--- config.mk ---
export PLATFORM = sky130hd
export DESIGN_NAME = host_if_select_spi_slave
export DESIGN_NICKNAME = d
export VERILOG_FILES = /design/src/bit_sync.v /design/src/sync_fifo.v /design/src/host_if_select_spi_slave.v
export VERILOG_INCLUDE_DIRS = /design/src
export SDC_FILE = /design/constraint.sdc
export NUM_CORES = 1
export LEC_CHECK = 0
export ABC_AREA = 0
export BUFFER_PORTS_ARGS = -buffer_cell sky130_fd_sc_hd__buf_2
export CORE_MARGIN = 1
export CORE_UTILIZATION = 56
export CTS_CLUSTER_DIAMETER = 50
export DETAILED_ROUTE_END_ITERATION = 8
export PLACE_DENSITY = 0.76
export SYNTH_ARGS = -nofsm -noshare
export SYNTH_HDL_FRONTEND = slang
export SYNTH_SLANG_ARGS = --single-unit
--- constraint.sdc ---
create_clock -name clock -period 4.2 [get_ports clock]
set_input_delay 0.84 -clock clock [delete_from_list [all_inputs] [get_ports clock]]
set_output_delay 0.84 -clock clock [all_outputs]
set_load 0.02 [all_outputs]
--- src/host_spi_defines.vh ---
// constants shared by the host-port select logic and the spi slave
// assumes a 20 MHz system clock; included by bare name
`ifndef HOST_SPI_DEFINES_VH
`define HOST_SPI_DEFINES_VH

// system clock period
`define CLK_PERIOD_NS 50
// settle time after cold reset before the select straps are trusted
`define SELECT_SETTLE_NS 200
// settle time in clocks, rounded up
`define SELECT_SETTLE_CYCLES ((`SELECT_SETTLE_NS + `CLK_PERIOD_NS - 1) / `CLK_PERIOD_NS)
// highest serial bit rate of the spi port
`define SPI_MAX_KBPS 10000

// detected host interface codes
`define IFTYPE_UART 2'h0
`define IFTYPE_SPI 2'h1
`define IFTYPE_I2C 2'h2
`define IFTYPE_I2CL 2'h3

// select strap patterns {hi, lo}
`define STRAP_UART 2'h0
`define STRAP_SPI 2'h2
`define STRAP_I2C 2'h1
`define STRAP_I2CL 2'h3

// command byte layout
`define CMD_DIR_BIT 0
`define CMD_ADDR_MSB 7
`define CMD_ADDR_LSB 1
`define CMD_DIR_READ 1'h1

// register address of the data fifo
`define FIFO_REG_ADDR 7'h05

// data fifo shape
`define FIFO_WIDTH 8
`define FIFO_DEPTH 32
`define FIFO_ADDR_BITS 5

`endif

--- src/bit_sync.v ---
// two-stage synchroniser for a group of independent level inputs
// assumes each bit is a slow level or edge-sampled pin, not a bus word
`default_nettype none

module bit_sync #(
	parameter WIDTH = 1
) (
	input wire clock,
	input wire rst,
	input wire [WIDTH-1:0] asyncIn,
	output reg [WIDTH-1:0] syncOut
);

	reg [WIDTH-1:0] stage1_reg; // first stage, read only by the second

	// two flops per bit, nothing taps the first stage
	always @(posedge clock or posedge rst) begin
		if (rst) begin
			stage1_reg <= {WIDTH{1'b0}};
			syncOut <= {WIDTH{1'b0}};
		end else begin
			stage1_reg <= asyncIn;
			syncOut <= stage1_reg;
		end
	end

endmodule // bit_sync

`default_nettype wire

--- src/sync_fifo.v ---
// single-clock fifo with registered output stage
// assumes the writer honours inReady and the reader honours outValid
`default_nettype none

module sync_fifo #(
	parameter WIDTH = 8,
	parameter DEPTH = 32,
	parameter AW = 5
) (
	input wire clock,
	input wire rst,
	input wire inValid,
	input wire [WIDTH-1:0] inData,
	output reg inReady,
	output reg outValid,
	output reg [WIDTH-1:0] outData,
	input wire outReady
);

	reg [WIDTH-1:0] mem [0:DEPTH-1]; // storage array
	reg [AW-1:0] wrPtr_reg; // write index
	reg [AW-1:0] rdPtr_reg; // read index
	reg [AW:0] count_reg; // words held in the array
	reg [AW:0] count_next;
	reg [AW:0] held_reg; // words in the array plus the output stage
	reg [AW:0] held_next;
	wire doPush; // accepted write
	wire doPop; // array word moves to output stage
	wire doTake; // output word taken by the reader

	assign doPush = inValid & inReady;
	assign doPop = (count_reg != {(AW+1){1'b0}}) & (~outValid | outReady);
	assign doTake = outValid & outReady;

	// occupancy after this cycle
	always @* begin
		count_next = count_reg;
		held_next = held_reg;
		if (doPush & ~doPop) begin
			count_next = count_reg + 1'b1;
		end else if (~doPush & doPop) begin
			count_next = count_reg - 1'b1;
		end
		// the output stage counts too, else the fifo takes one word past its depth
		if (doPush & ~doTake) begin
			held_next = held_reg + 1'b1;
		end else if (~doPush & doTake) begin
			held_next = held_reg - 1'b1;
		end
	end

	// array write, no reset needed on data
	always @(posedge clock) begin
		if (doPush) begin
			mem[wrPtr_reg] <= inData;
		end
	end

	// pointers, count, ready and output stage
	always @(posedge clock or posedge rst) begin
		if (rst) begin
			wrPtr_reg <= {AW{1'b0}};
			rdPtr_reg <= {AW{1'b0}};
			count_reg <= {(AW+1){1'b0}};
			held_reg <= {(AW+1){1'b0}};
			inReady <= 1'b1;
			outValid <= 1'b0;
			outData <= {WIDTH{1'b0}};
		end else begin
			count_reg <= count_next;
			held_reg <= held_next;
			// full is exact: ready drops once depth words are held, output stage included
			inReady <= (held_next != DEPTH[AW:0]);
			if (doPush) begin
				wrPtr_reg <= wrPtr_reg + 1'b1;
			end
			if (doPop) begin
				outData <= mem[rdPtr_reg];
				outValid <= 1'b1;
				rdPtr_reg <= rdPtr_reg + 1'b1;
			end else if (outReady) begin
				outValid <= 1'b0;
			end
		end
	end

endmodule // sync_fifo

`default_nettype wire

--- src/host_if_select_spi_slave.v ---
// host port front end: strap-based interface detection and spi slave
// assumes pins and straps are asynchronous; register side runs on clock
// Overview of operation
// - redetect host port on reset or resume
// - sample select straps after cold reset settles
// - straps decode UART, SPI, I2C, I2C-L
// - slave only, never drives the serial clock
// - serial rate up to ten megabits; the edge finder here manages about clock / 8
// - select high holds port state in reset
// - bytes travel most significant bit first
// - sample MOSI on rising clock edges
// - update MISO on falling clock edges
// - first byte is command, LSB gives direction
// - command address is seven bits wide
// - read data lags command by one byte
// - write: one command, many data bytes
// - write address increments per data byte
// - no increment at the fifo address
`include "host_spi_defines.vh"
`default_nettype none

module host_if_select_spi_slave (
	input wire clock,
	input wire rst,
	// host pins: 0 data in, 1 serial clock, 3 select (low active)
	input wire host_pin_0,
	input wire host_pin_1,
	input wire host_pin_3,
	// data out pin as output and enable
	output reg host_pin_2_out,
	output reg host_pin_2_oe,
	// interface select straps
	input wire host_port_select_lo,
	input wire host_port_select_hi,
	// pulse on leaving power down
	input wire powerDownResume,
	// detection result
	output reg [1:0] hostIfType,
	output reg spiSelected,
	output reg detectDone,
	// register write port
	output reg regWrStrobe,
	output reg [6:0] regWrAddr,
	output reg [7:0] regWrData,
	// register read port, data due one cycle after the strobe
	output reg regRdStrobe,
	output reg [6:0] regRdAddr,
	input wire [7:0] regRdData,
	// fifo drain side
	output wire fifoOutValid,
	output wire [7:0] fifoOutData,
	input wire fifoOutReady,
	// fifo fill state and overflow
	output wire fifoInReady,
	output reg fifoOverflow,
	input wire overflowClear
);

	// detection states
	localparam [2:0] DET_SETTLE = 3'b001;
	localparam [2:0] DET_LATCH = 3'b010;
	localparam [2:0] DET_HOLD = 3'b100;

	// byte phase states
	localparam [2:0] PH_CMD = 3'b001;
	localparam [2:0] PH_READ = 3'b010;
	localparam [2:0] PH_WRITE = 3'b100;

	// settle count worked out at full width, then cut to the counter
	localparam [31:0] SETTLE_FULL = `SELECT_SETTLE_CYCLES - 1;
	localparam [3:0] SETTLE_LAST = SETTLE_FULL[3:0];

	wire [4:0] pinSync; // synchronised pins and straps
	wire mosiSync; // data in
	wire sckSync; // serial clock
	wire nssSync; // select, high means idle
	wire selLoSync; // strap low bit
	wire selHiSync; // strap high bit

	reg [2:0] detState_reg; // detection state
	reg [3:0] settleCnt_reg; // settle counter

	reg sckPrev_reg; // last serial clock level
	wire sckRise; // rising edge seen
	wire sckFall; // falling edge seen
	wire portIdle; // port held in reset

	reg [2:0] phase_reg; // byte phase
	reg [2:0] bitCnt_reg; // bits of current byte
	reg [7:0] rxShift_reg; // incoming bits
	wire [7:0] rxByte; // byte completed on this edge
	reg [6:0] addr_reg; // write address
	reg [7:0] txShift_reg; // outgoing bits of current byte
	reg [7:0] txNext_reg; // byte for the next slot
	reg rdLoad_reg; // read data arrives this cycle

	reg pushValid_reg; // fifo write request
	reg [7:0] pushData_reg; // fifo write data
	reg pushDrop_reg; // byte lost to a full fifo

	bit_sync #(
		.WIDTH(5)
	) u_pin_sync (
		.clock(clock),
		.rst(rst),
		.asyncIn({host_port_select_hi, host_port_select_lo, host_pin_3, host_pin_1, host_pin_0}),
		.syncOut(pinSync)
	);

	assign mosiSync = pinSync[0];
	assign sckSync = pinSync[1];
	assign nssSync = pinSync[2];
	assign selLoSync = pinSync[3];
	assign selHiSync = pinSync[4];

	sync_fifo #(
		.WIDTH(`FIFO_WIDTH),
		.DEPTH(`FIFO_DEPTH),
		.AW(`FIFO_ADDR_BITS)
	) u_data_fifo (
		.clock(clock),
		.rst(rst),
		.inValid(pushValid_reg),
		.inData(pushData_reg),
		.inReady(fifoInReady),
		.outValid(fifoOutValid),
		.outData(fifoOutData),
		.outReady(fifoOutReady)
	);

	// interface detection: settle, latch straps once, then hold
	always @(posedge clock or posedge rst) begin
		if (rst) begin
			detState_reg <= DET_SETTLE;
			settleCnt_reg <= 4'h0;
			hostIfType <= `IFTYPE_UART;
			spiSelected <= 1'b0;
			detectDone <= 1'b0;
		end else begin
			case (detState_reg)
				DET_SETTLE: begin
					// straps only trusted after the cold phase ends
					if (settleCnt_reg == SETTLE_LAST) begin
						detState_reg <= DET_LATCH;
					end else begin
						settleCnt_reg <= settleCnt_reg + 1'b1;
					end
				end
				DET_LATCH: begin
					// one look at the straps; later changes are not seen until a resume
					detState_reg <= DET_HOLD;
					detectDone <= 1'b1;
					case ({selHiSync, selLoSync})
						`STRAP_SPI: begin
							hostIfType <= `IFTYPE_SPI;
							spiSelected <= 1'b1;
						end
						`STRAP_I2C: begin
							hostIfType <= `IFTYPE_I2C;
							spiSelected <= 1'b0;
						end
						`STRAP_I2CL: begin
							hostIfType <= `IFTYPE_I2CL;
							spiSelected <= 1'b0;
						end
						default: begin
							hostIfType <= `IFTYPE_UART;
							spiSelected <= 1'b0;
						end
					endcase
				end
				DET_HOLD: begin
					// strap changes ignored here; only a resume reopens detection
					if (powerDownResume) begin
						detState_reg <= DET_SETTLE;
						settleCnt_reg <= 4'h0;
						spiSelected <= 1'b0;
						detectDone <= 1'b0;
					end
				end
				default: begin
					detState_reg <= DET_SETTLE;
					settleCnt_reg <= 4'h0;
				end
			endcase
		end
	end

	// serial clock edge finder; clock pin is only ever an input
	always @(posedge clock or posedge rst) begin
		if (rst) begin
			sckPrev_reg <= 1'b0;
		end else begin
			sckPrev_reg <= sckSync;
		end
	end

	// oversampling limits the usable serial rate to about clock / 8
	assign sckRise = sckSync & ~sckPrev_reg;
	assign sckFall = ~sckSync & sckPrev_reg;

	// port disabled unless spi strapped and select low
	// only the synchronised select is read, never the raw pin
	assign portIdle = ~spiSelected | nssSync;

	assign rxByte = {rxShift_reg[6:0], mosiSync};

	// receive side: bit count, byte phase, command and write handling
	always @(posedge clock or posedge rst) begin
		if (rst) begin
			phase_reg <= PH_CMD;
			bitCnt_reg <= 3'h0;
			rxShift_reg <= 8'h00;
			addr_reg <= 7'h00;
			regWrStrobe <= 1'b0;
			regWrAddr <= 7'h00;
			regWrData <= 8'h00;
			regRdStrobe <= 1'b0;
			regRdAddr <= 7'h00;
			pushValid_reg <= 1'b0;
			pushData_reg <= 8'h00;
			pushDrop_reg <= 1'b0;
		end else if (portIdle) begin
			// select high clears all per-command state
			phase_reg <= PH_CMD;
			bitCnt_reg <= 3'h0;
			rxShift_reg <= 8'h00;
			addr_reg <= 7'h00;
			regWrStrobe <= 1'b0;
			regRdStrobe <= 1'b0;
			pushValid_reg <= 1'b0;
			pushDrop_reg <= 1'b0;
		end else begin
			// strobes are single-cycle pulses
			regWrStrobe <= 1'b0;
			regRdStrobe <= 1'b0;
			pushValid_reg <= 1'b0;
			pushDrop_reg <= 1'b0;
			if (sckRise) begin
				rxShift_reg <= rxByte;
				bitCnt_reg <= bitCnt_reg + 1'b1;
				if (bitCnt_reg == 3'h7) begin
					case (phase_reg)
						PH_CMD: begin
							// direction bit picks the phase for the whole stream
							if (rxByte[`CMD_DIR_BIT] == `CMD_DIR_READ) begin
								phase_reg <= PH_READ;
								regRdStrobe <= 1'b1;
								regRdAddr <= rxByte[`CMD_ADDR_MSB:`CMD_ADDR_LSB];
							end else begin
								phase_reg <= PH_WRITE;
								addr_reg <= rxByte[`CMD_ADDR_MSB:`CMD_ADDR_LSB];
							end
						end
						PH_READ: begin
							// each further byte with its LSB set is another read; a byte with LSB clear reads nothing
							if (rxByte[`CMD_DIR_BIT] == `CMD_DIR_READ) begin
								regRdStrobe <= 1'b1;
								regRdAddr <= rxByte[`CMD_ADDR_MSB:`CMD_ADDR_LSB];
							end
						end
						PH_WRITE: begin
							// data bytes, any number, same select period
							if (addr_reg == `FIFO_REG_ADDR) begin
								// fifo address is a port, so the address stays
								pushValid_reg <= fifoInReady;
								pushData_reg <= rxByte;
								pushDrop_reg <= ~fifoInReady;
							end else begin
								regWrStrobe <= 1'b1;
								regWrAddr <= addr_reg;
								regWrData <= rxByte;
								addr_reg <= addr_reg + 1'b1;
							end
						end
						default: begin
							phase_reg <= PH_CMD;
						end
					endcase
				end
			end
		end
	end

	// transmit side: load read data, shift on falling edges
	always @(posedge clock or posedge rst) begin
		if (rst) begin
			rdLoad_reg <= 1'b0;
			txNext_reg <= 8'h00;
			txShift_reg <= 8'h00;
			host_pin_2_out <= 1'b0;
			host_pin_2_oe <= 1'b0;
		end else if (portIdle) begin
			rdLoad_reg <= 1'b0;
			txNext_reg <= 8'h00;
			txShift_reg <= 8'h00;
			host_pin_2_out <= 1'b0;
			host_pin_2_oe <= 1'b0;
		end else begin
			host_pin_2_oe <= 1'b1;
			rdLoad_reg <= regRdStrobe;
			// read data fills the slot of the following byte
			// it lands two edges after the command byte, well ahead of the next falling edge
			if (rdLoad_reg) begin
				txNext_reg <= regRdData;
			end
			if (sckFall) begin
				if (bitCnt_reg == 3'h0) begin
					// falling edge after the last rising edge of a byte starts the next byte
					host_pin_2_out <= txNext_reg[7];
					txShift_reg <= {txNext_reg[6:0], 1'b0};
					txNext_reg <= 8'h00;
				end else begin
					host_pin_2_out <= txShift_reg[7];
					txShift_reg <= {txShift_reg[6:0], 1'b0};
				end
			end
		end
	end

	// sticky overflow; a new loss wins over a clear in the same cycle
	// clear is a level from the register side, no edge needed
	always @(posedge clock or posedge rst) begin
		if (rst) begin
			fifoOverflow <= 1'b0;
		end else if (pushDrop_reg) begin
			fifoOverflow <= 1'b1;
		end else if (overflowClear) begin
			fifoOverflow <= 1'b0;
		end
	end

endmodule // host_if_select_spi_slave

`default_nettype wire

Yosys cells after proc, flatten, opt, wreduce, memory -nomap -nowiden. Memory sizes are Yosys's and may differ from the RTL's. A register that Yosys moved wholly into a read port is not among the register bits. Index checks and enable logic that the tools add are counted.

Register bits after elaboration: 120. Memory bits (writable): 256. Memories kept: 1.

Add/subtract/negate cells: 9. Eq/ne operators: 19. Mux-type cells: 68. Bitwise operators: 22. Reductions and logical operators: 20.

Memories: u_data_fifo.mem (depth 32, width 8, read ports 1, clocked after memory_dff 1, write ports 1, RTL line sync_fifo.v:20) `reg [WIDTH-1:0] mem [0:DEPTH-1];`.

Operators by type and width (count): $mux W8 (7); $mux W7 (7); $mux W1 (33); $mux W3 (8); $mux W6 (4); $reduce_and A5 Y1 (4); $pmux W7 S2 (1); $reduce_bool A2 Y1 (7); $add A6 B1 Y6 const B (2); $pmux W4 S3 (1); $sub A6 B1 Y6 const B (2); $not A1 Y1 (11); $add A5 B1 Y5 const B (2); $and A1 B1 Y1 (9); $eq A3 B3 Y1 const B (3); $pmux W3 S3 (1); $mux W4 (2); $add A7 B1 Y7 const B (1); $eq A7 B3 Y1 const B (1); $eq A3 B1 Y1 const B (2); $eq A3 B2 Y1 const B (2); $ne A2 B2 Y1 const B (3); $ne A3 B3 Y1 const B (2); $ne A6 B6 Y1 const B (1); 16 further kinds (22).

Longest topological paths before layout.
Depth in word-level cells: 6. Depth in mapped cells: 12. Depth with buffers taken out: 11.

By module. From an unflattened synthesis, not the netlist that was laid out.

Cells, all modules: 1003. Area, all modules: 15688.8 sq um.

Modules (own cells, without submodules): sync_fifo (times used 1, cells each 661, area each 11603.6 sq um, sequential area each 8489.4 sq um); host_if_select_spi_slave (times used 1, cells each 331, area each 3831.2 sq um, sequential area each 2129.5 sq um); bit_sync (times used 1, cells each 11, area each 254.0 sq um, sequential area each 250.2 sq um).

Worst setup path after synthesis. No wires, ideal clock.

Path kind: input to register. Start: in fifoOutReady. End: reg u_data_fifo.count_reg[5]. Library setup time: 0.080 ns. Arrival: 3.153 ns. Slack: 0.967 ns. Cell stages on the path: 12. Buffers on the path: 1. Cell sequence: nor2b_1 > a31oi_1 > inv_1 > clkbuf_1 > ha_1 > inv_1 > ha_1 > a21o_1 > a31oi_1 > nor4_1 > a211oi_1 > xnor2_1.

Cells in the longest elaborated chain, start to end: 5.

Ends and longest elaborated chain: start: declaration (RTL line host_if_select_spi_slave.v:52) `input wire fifoOutReady,`; $or A1 B1 Y1 (*) (RTL line sync_fifo.v:32) `assign doPop = (count_reg != {(AW+1){1'b0}}) & (~outValid | outReady);`; $and A1 B1 Y1 (*) (RTL line sync_fifo.v:32); $not A1 Y1 (RTL line sync_fifo.v:39) `if (doPush & ~doPop) begin`; $and A1 B1 Y1 (RTL line sync_fifo.v:39); $mux W6 / $reduce_bool A2 Y1 (equally long branches); end signal: assignment (RTL line sync_fifo.v:64) `count_reg <= {(AW+1){1'b0}};`; end signal: assignment (RTL line sync_fifo.v:70) `count_reg <= count_next;`; end: declaration (RTL line sync_fifo.v:23) `reg [AW:0] count_reg;`.

Every way passes the cells marked *; elsewhere a longest branch is shown, timed or not. A chain may end at the register's enable or synchronous reset.

Worst setup path after layout.
Start: reg u_data_fifo.count_reg[0]. End: reg u_data_fifo.count_reg[5].

Cells in the longest elaborated chain, start to end: 5.

Ends and longest elaborated chain: branches (longest 5 deep; another with $sub A6 B1 Y6).

Several ways; the timed one is not identified. The select of a mux whose other input is x is not followed.

==> key figures <==
CTS
  • Clock sinks: 383
  • CTS tree: yes
  • Clock H-tree levels: 2
  • Hold buffers post-CTS: 0
  • Worst-Skew Late Latency: about 0.53 ns
  • Root Driver: clkbuf_16
  • Num CTS Buffers: 39
  • CTS clock-pin slew for the worst setup and hold paths: 0.06 ns
  • Resize count post-CTS: 0
  • Clock buffer depth: 3
  • Post-CTS Setup Bufs: 0

Placement
  • Placed insts: about 1400
  • GPL Wtd Cong: a little over 0.8
  • Detailed Place HPWL: about 20 mm
  • Port bufs: between 50 and 60

Detailed routing
  • Post-Route WL: about 31 mm
  • DR iter-0 viols: between 700 and 800
  • Vias per cell: roughly 5.9
  • Residual DRC: 0
  • Post-DRT Antenna Nets: 0
  • DRT Pass-1 Iters: 5
  • Vias: between 8000 and 9000
  • DR WL/cell: 21.1 um

Die
  • Cell row count: 60
  • Initial Util: between 50% and 60%
  • Die X: about 170 um
  • Die area: between 20000 and 30000 um2
  • Core area: approximately 27000 um2
  • Chip height: between 150 and 200 um
  • I/O pin count: 59

Layout
  • ANT cells: 0
  • Layout net count: about 1100
  • Max reg flops: 256
  • Share of cells above drive strength 1: roughly a fifth
  • Register with the most flip-flops: u_data_fifo.mem
  • Area grow syn2layout: 12.0%
  • Final core occ: 64.6%
  • Layout fillers: about 2000
  • Post-Layout Cell Count: roughly 1500

STA
  • Hold Fails Final Rpt: 0
  • Worst slew margin: ~18%
  • Tcrit/Tclk final: 73.7%
  • Count of pins over their slew limit: 0
  • Setup TNS: 0 ns
  • Least-Margin Pin Slew: 1.24 ns
  • Fmax: about 0.32 GHz
  • Count of final setup violators: 0
  • Hold Slack: about 0.35 ns
  • Tmin final: between 3 and 4 ns
  • RSZ-0062 raised after global routing: no
  • Clk_skew: about 0.013 ns

Logic synthesis
  • Netlist cell types: 65
  • Syn Area/Cell: 15.3 um2
  • Part of the Yosys area used for sequential elements: between 60% and 70%
  • Mapped Area: about 16000 um2
  • EDFF count, synth: around 260
  • Post-synth ARST share: approximately 33%
  • Syn_nets: roughly 1100
  • Cell count after synthesis: roughly 1000
  • Top_reg_cell synth: edfxtp_1
  • YS warnings: 0
  • FF+latch count, synth: between 300 and 400

GRT
  • Largest net degree at the start of global routing: 47
  • Initial antenna violation count: 0
  • First-pass GRT wire length: a little under 50 mm
  • Gr ovfl total: 0
  • Vias in the first global route: between 8000 and 9000
  • Total GRT Usage: between 20% and 30%

Setup path
  • Crit path max fanout: 13
  • CP cell instances: nor2_1, a31oi_2, inv_1, ha_1, inv_1, ha_1, and2_1, a31oi_1, nor4_1, a211oi_1, xnor2_1
  • Setup CP Type: flip-flop to flip-flop
  • Worst path bufs/invs: 2
  • Nature of the critical path startpoint: flip-flop
  • Worst Path Required: around 4.7 ns
  • Critical path's slowest cell: dfrtp_1
  • Largest stage delay, worst path: approximately 0.43 ns
  • CP Data Arrival Time: 3.54 ns
  • Family with the most delay on the worst path: compound AO/OA/AOI/OAI gates
  • Crit end category: flip-flop

Power
  • VDD IR-drop max: 0.371 mV
  • PwrDens: about 550 nW/um2
  • Overall Power: 9.70 mW
  • Static Leakage: just under 6 nW

Status
  • Status: finished clean

Min path
  • Hold crit path type: flip-flop to flip-flop

Flow run
  • Max-cap violations: 0
final timing paths:
kind                                           from                  endpoint  slack (ns)  cells past startpoint
max                        u_data_fifo.count_reg[0]  u_data_fifo.count_reg[5]        1.10                     11
min                        u_pin_sync.stage1_reg[3]     u_pin_sync.syncOut[3]        0.35                      0
max reg2reg                u_data_fifo.count_reg[0]  u_data_fifo.count_reg[5]        1.10                     11
min reg2reg                u_pin_sync.stage1_reg[3]     u_pin_sync.syncOut[3]        0.35                      0
max in group asynchronous                       rst       u_data_fifo.inReady        2.87                      3
min in group asynchronous                       rst  u_pin_sync.stage1_reg[4]        0.52                      2
worst register-to-register path: stages (launching register included):
cell and delay (ns):
dfrtp_1 0.43, nor2_1 0.23, a31oi_2 0.13, inv_1 0.38, ha_1 0.32, inv_1 0.16
ha_1 0.38, and2_1 0.17, a31oi_1 0.32, nor4_1 0.10, a211oi_1 0.27, xnor2_1 0.15
cells in the mapped netlist (4+ instances only):
cell type / count / share of area, %
xnor2_1: 15 / 0.84
ha_1: 18 / 1.4
o22ai_1: 7 / 0.28
nand3b_1: 9 / 0.43
dfrtp_1: 124 / 20
nor2b_1: 13 / 0.52
or3_1: 4 / 0.16
buf_2: 18 / 0.57
nor3b_1: 9 / 0.43
a22o_1: 9 / 0.50
inv_1: 19 / 0.45
nor3_1: 9 / 0.29
mux2i_1: 56 / 3.6
clkbuf_1: 20 / 0.48
a31oi_1: 9 / 0.36
o32a_1: 6 / 0.38
and3_1: 5 / 0.20
edfxtp_1: 256 / 49
nand2b_1: 6 / 0.24
buf_1: 7 / 0.17
nand4_1: 5 / 0.20
buf_6: 4 / 0.29
a211oi_1: 9 / 0.43
nand2_1: 65 / 1.6
o32ai_1: 6 / 0.34
and2_1: 7 / 0.28
nand3_1: 8 / 0.26
mux2_2: 48 / 3.4
nor2_1: 86 / 2.1
o21ai_0: 22 / 0.70
o2111ai_1: 7 / 0.39
a21oi_1: 46 / 1.5
mux4_2: 34 / 4.9
a22oi_1: 10 / 0.48
kinds of logic (layout without fill, tap and decap cells):
logic type | count (synthesis) | in the layout | share of synthesized area (%)
DFF | 383 | 383 | 69.3
and+or+nand+nor | 243 | 243 | 7.55
AOI/OAI and AO/OA | 153 | 153 | 6.47
muxes | 140 | 140 | 12.1
buffers and inverters | 70 | 155 | 2.04
adders and majority gates | 19 | 19 | 1.56
xor gates and xnor gates | 17 | 17 | 0.950
layout make-up:
class,count,area (um2),share of cell area (%)
Clock inverter,20,168,0.955
Sequential cell,383,10900,61.9
Tap cell,372,465,2.65
Clock buffer,49,1100,6.24
Inverter,20,78.8,0.449
Multi-Input combinational cell,572,4490,25.6
Timing Repair Buffer,66,388,2.21
cells in the final DEF (no fill, tap or decap), drive strengths merged, types with 8 or more instances in the layout:
master,synthesis,final
nand3b,9,9
nor2,86,86
clkinv,0,13
inv,20,23
edfxtp,256,256
mux2i,56,56
mux2,50,50
nand3,8,8
a211oi,9,9
mux4,34,34
dfrtp,124,124
nand2,66,66
buf,30,66
a21oi,46,46
o21ai,23,23
nor2b,13,13
a22oi,10,10
xnor2,15,15
ha,18,18
a31oi,9,9
a22o,9,9
clkbuf,20,49
nor3,11,11
nor3b,9,9
through the flow:
step | area (um2) | setup slack [ns]
detailed placement | 16300 | 0.719
finish | 17600 | 1.10
global placement | 16300 | 0.822
global route | 17600 | 0.882
CTS | 17600 | 1.13
floorplan | 15700 | 0.967
per-layer routing:
metal,vias to the layer above,track usage (%),share of wire [%]
met5,-,0,0
li1,3999,-,-
met4,0,5.72,2.0
met2,287,38.0,50
met3,51,4.43,6.1
met1,4478,30.7,42
where the power goes:
| group | internal, mW | total, mW | switching (mW) |
|---|---|---|---|
| registers | 4.17 | 4.56 | 0.395 |
| clock network | 1.98 | 3.39 | 1.41 |
| logic | 0.805 | 1.74 | 0.938 |
| total | 6.96 | 9.70 | 2.74 |
No activity file was read; power rests on OpenSTA's default activity.
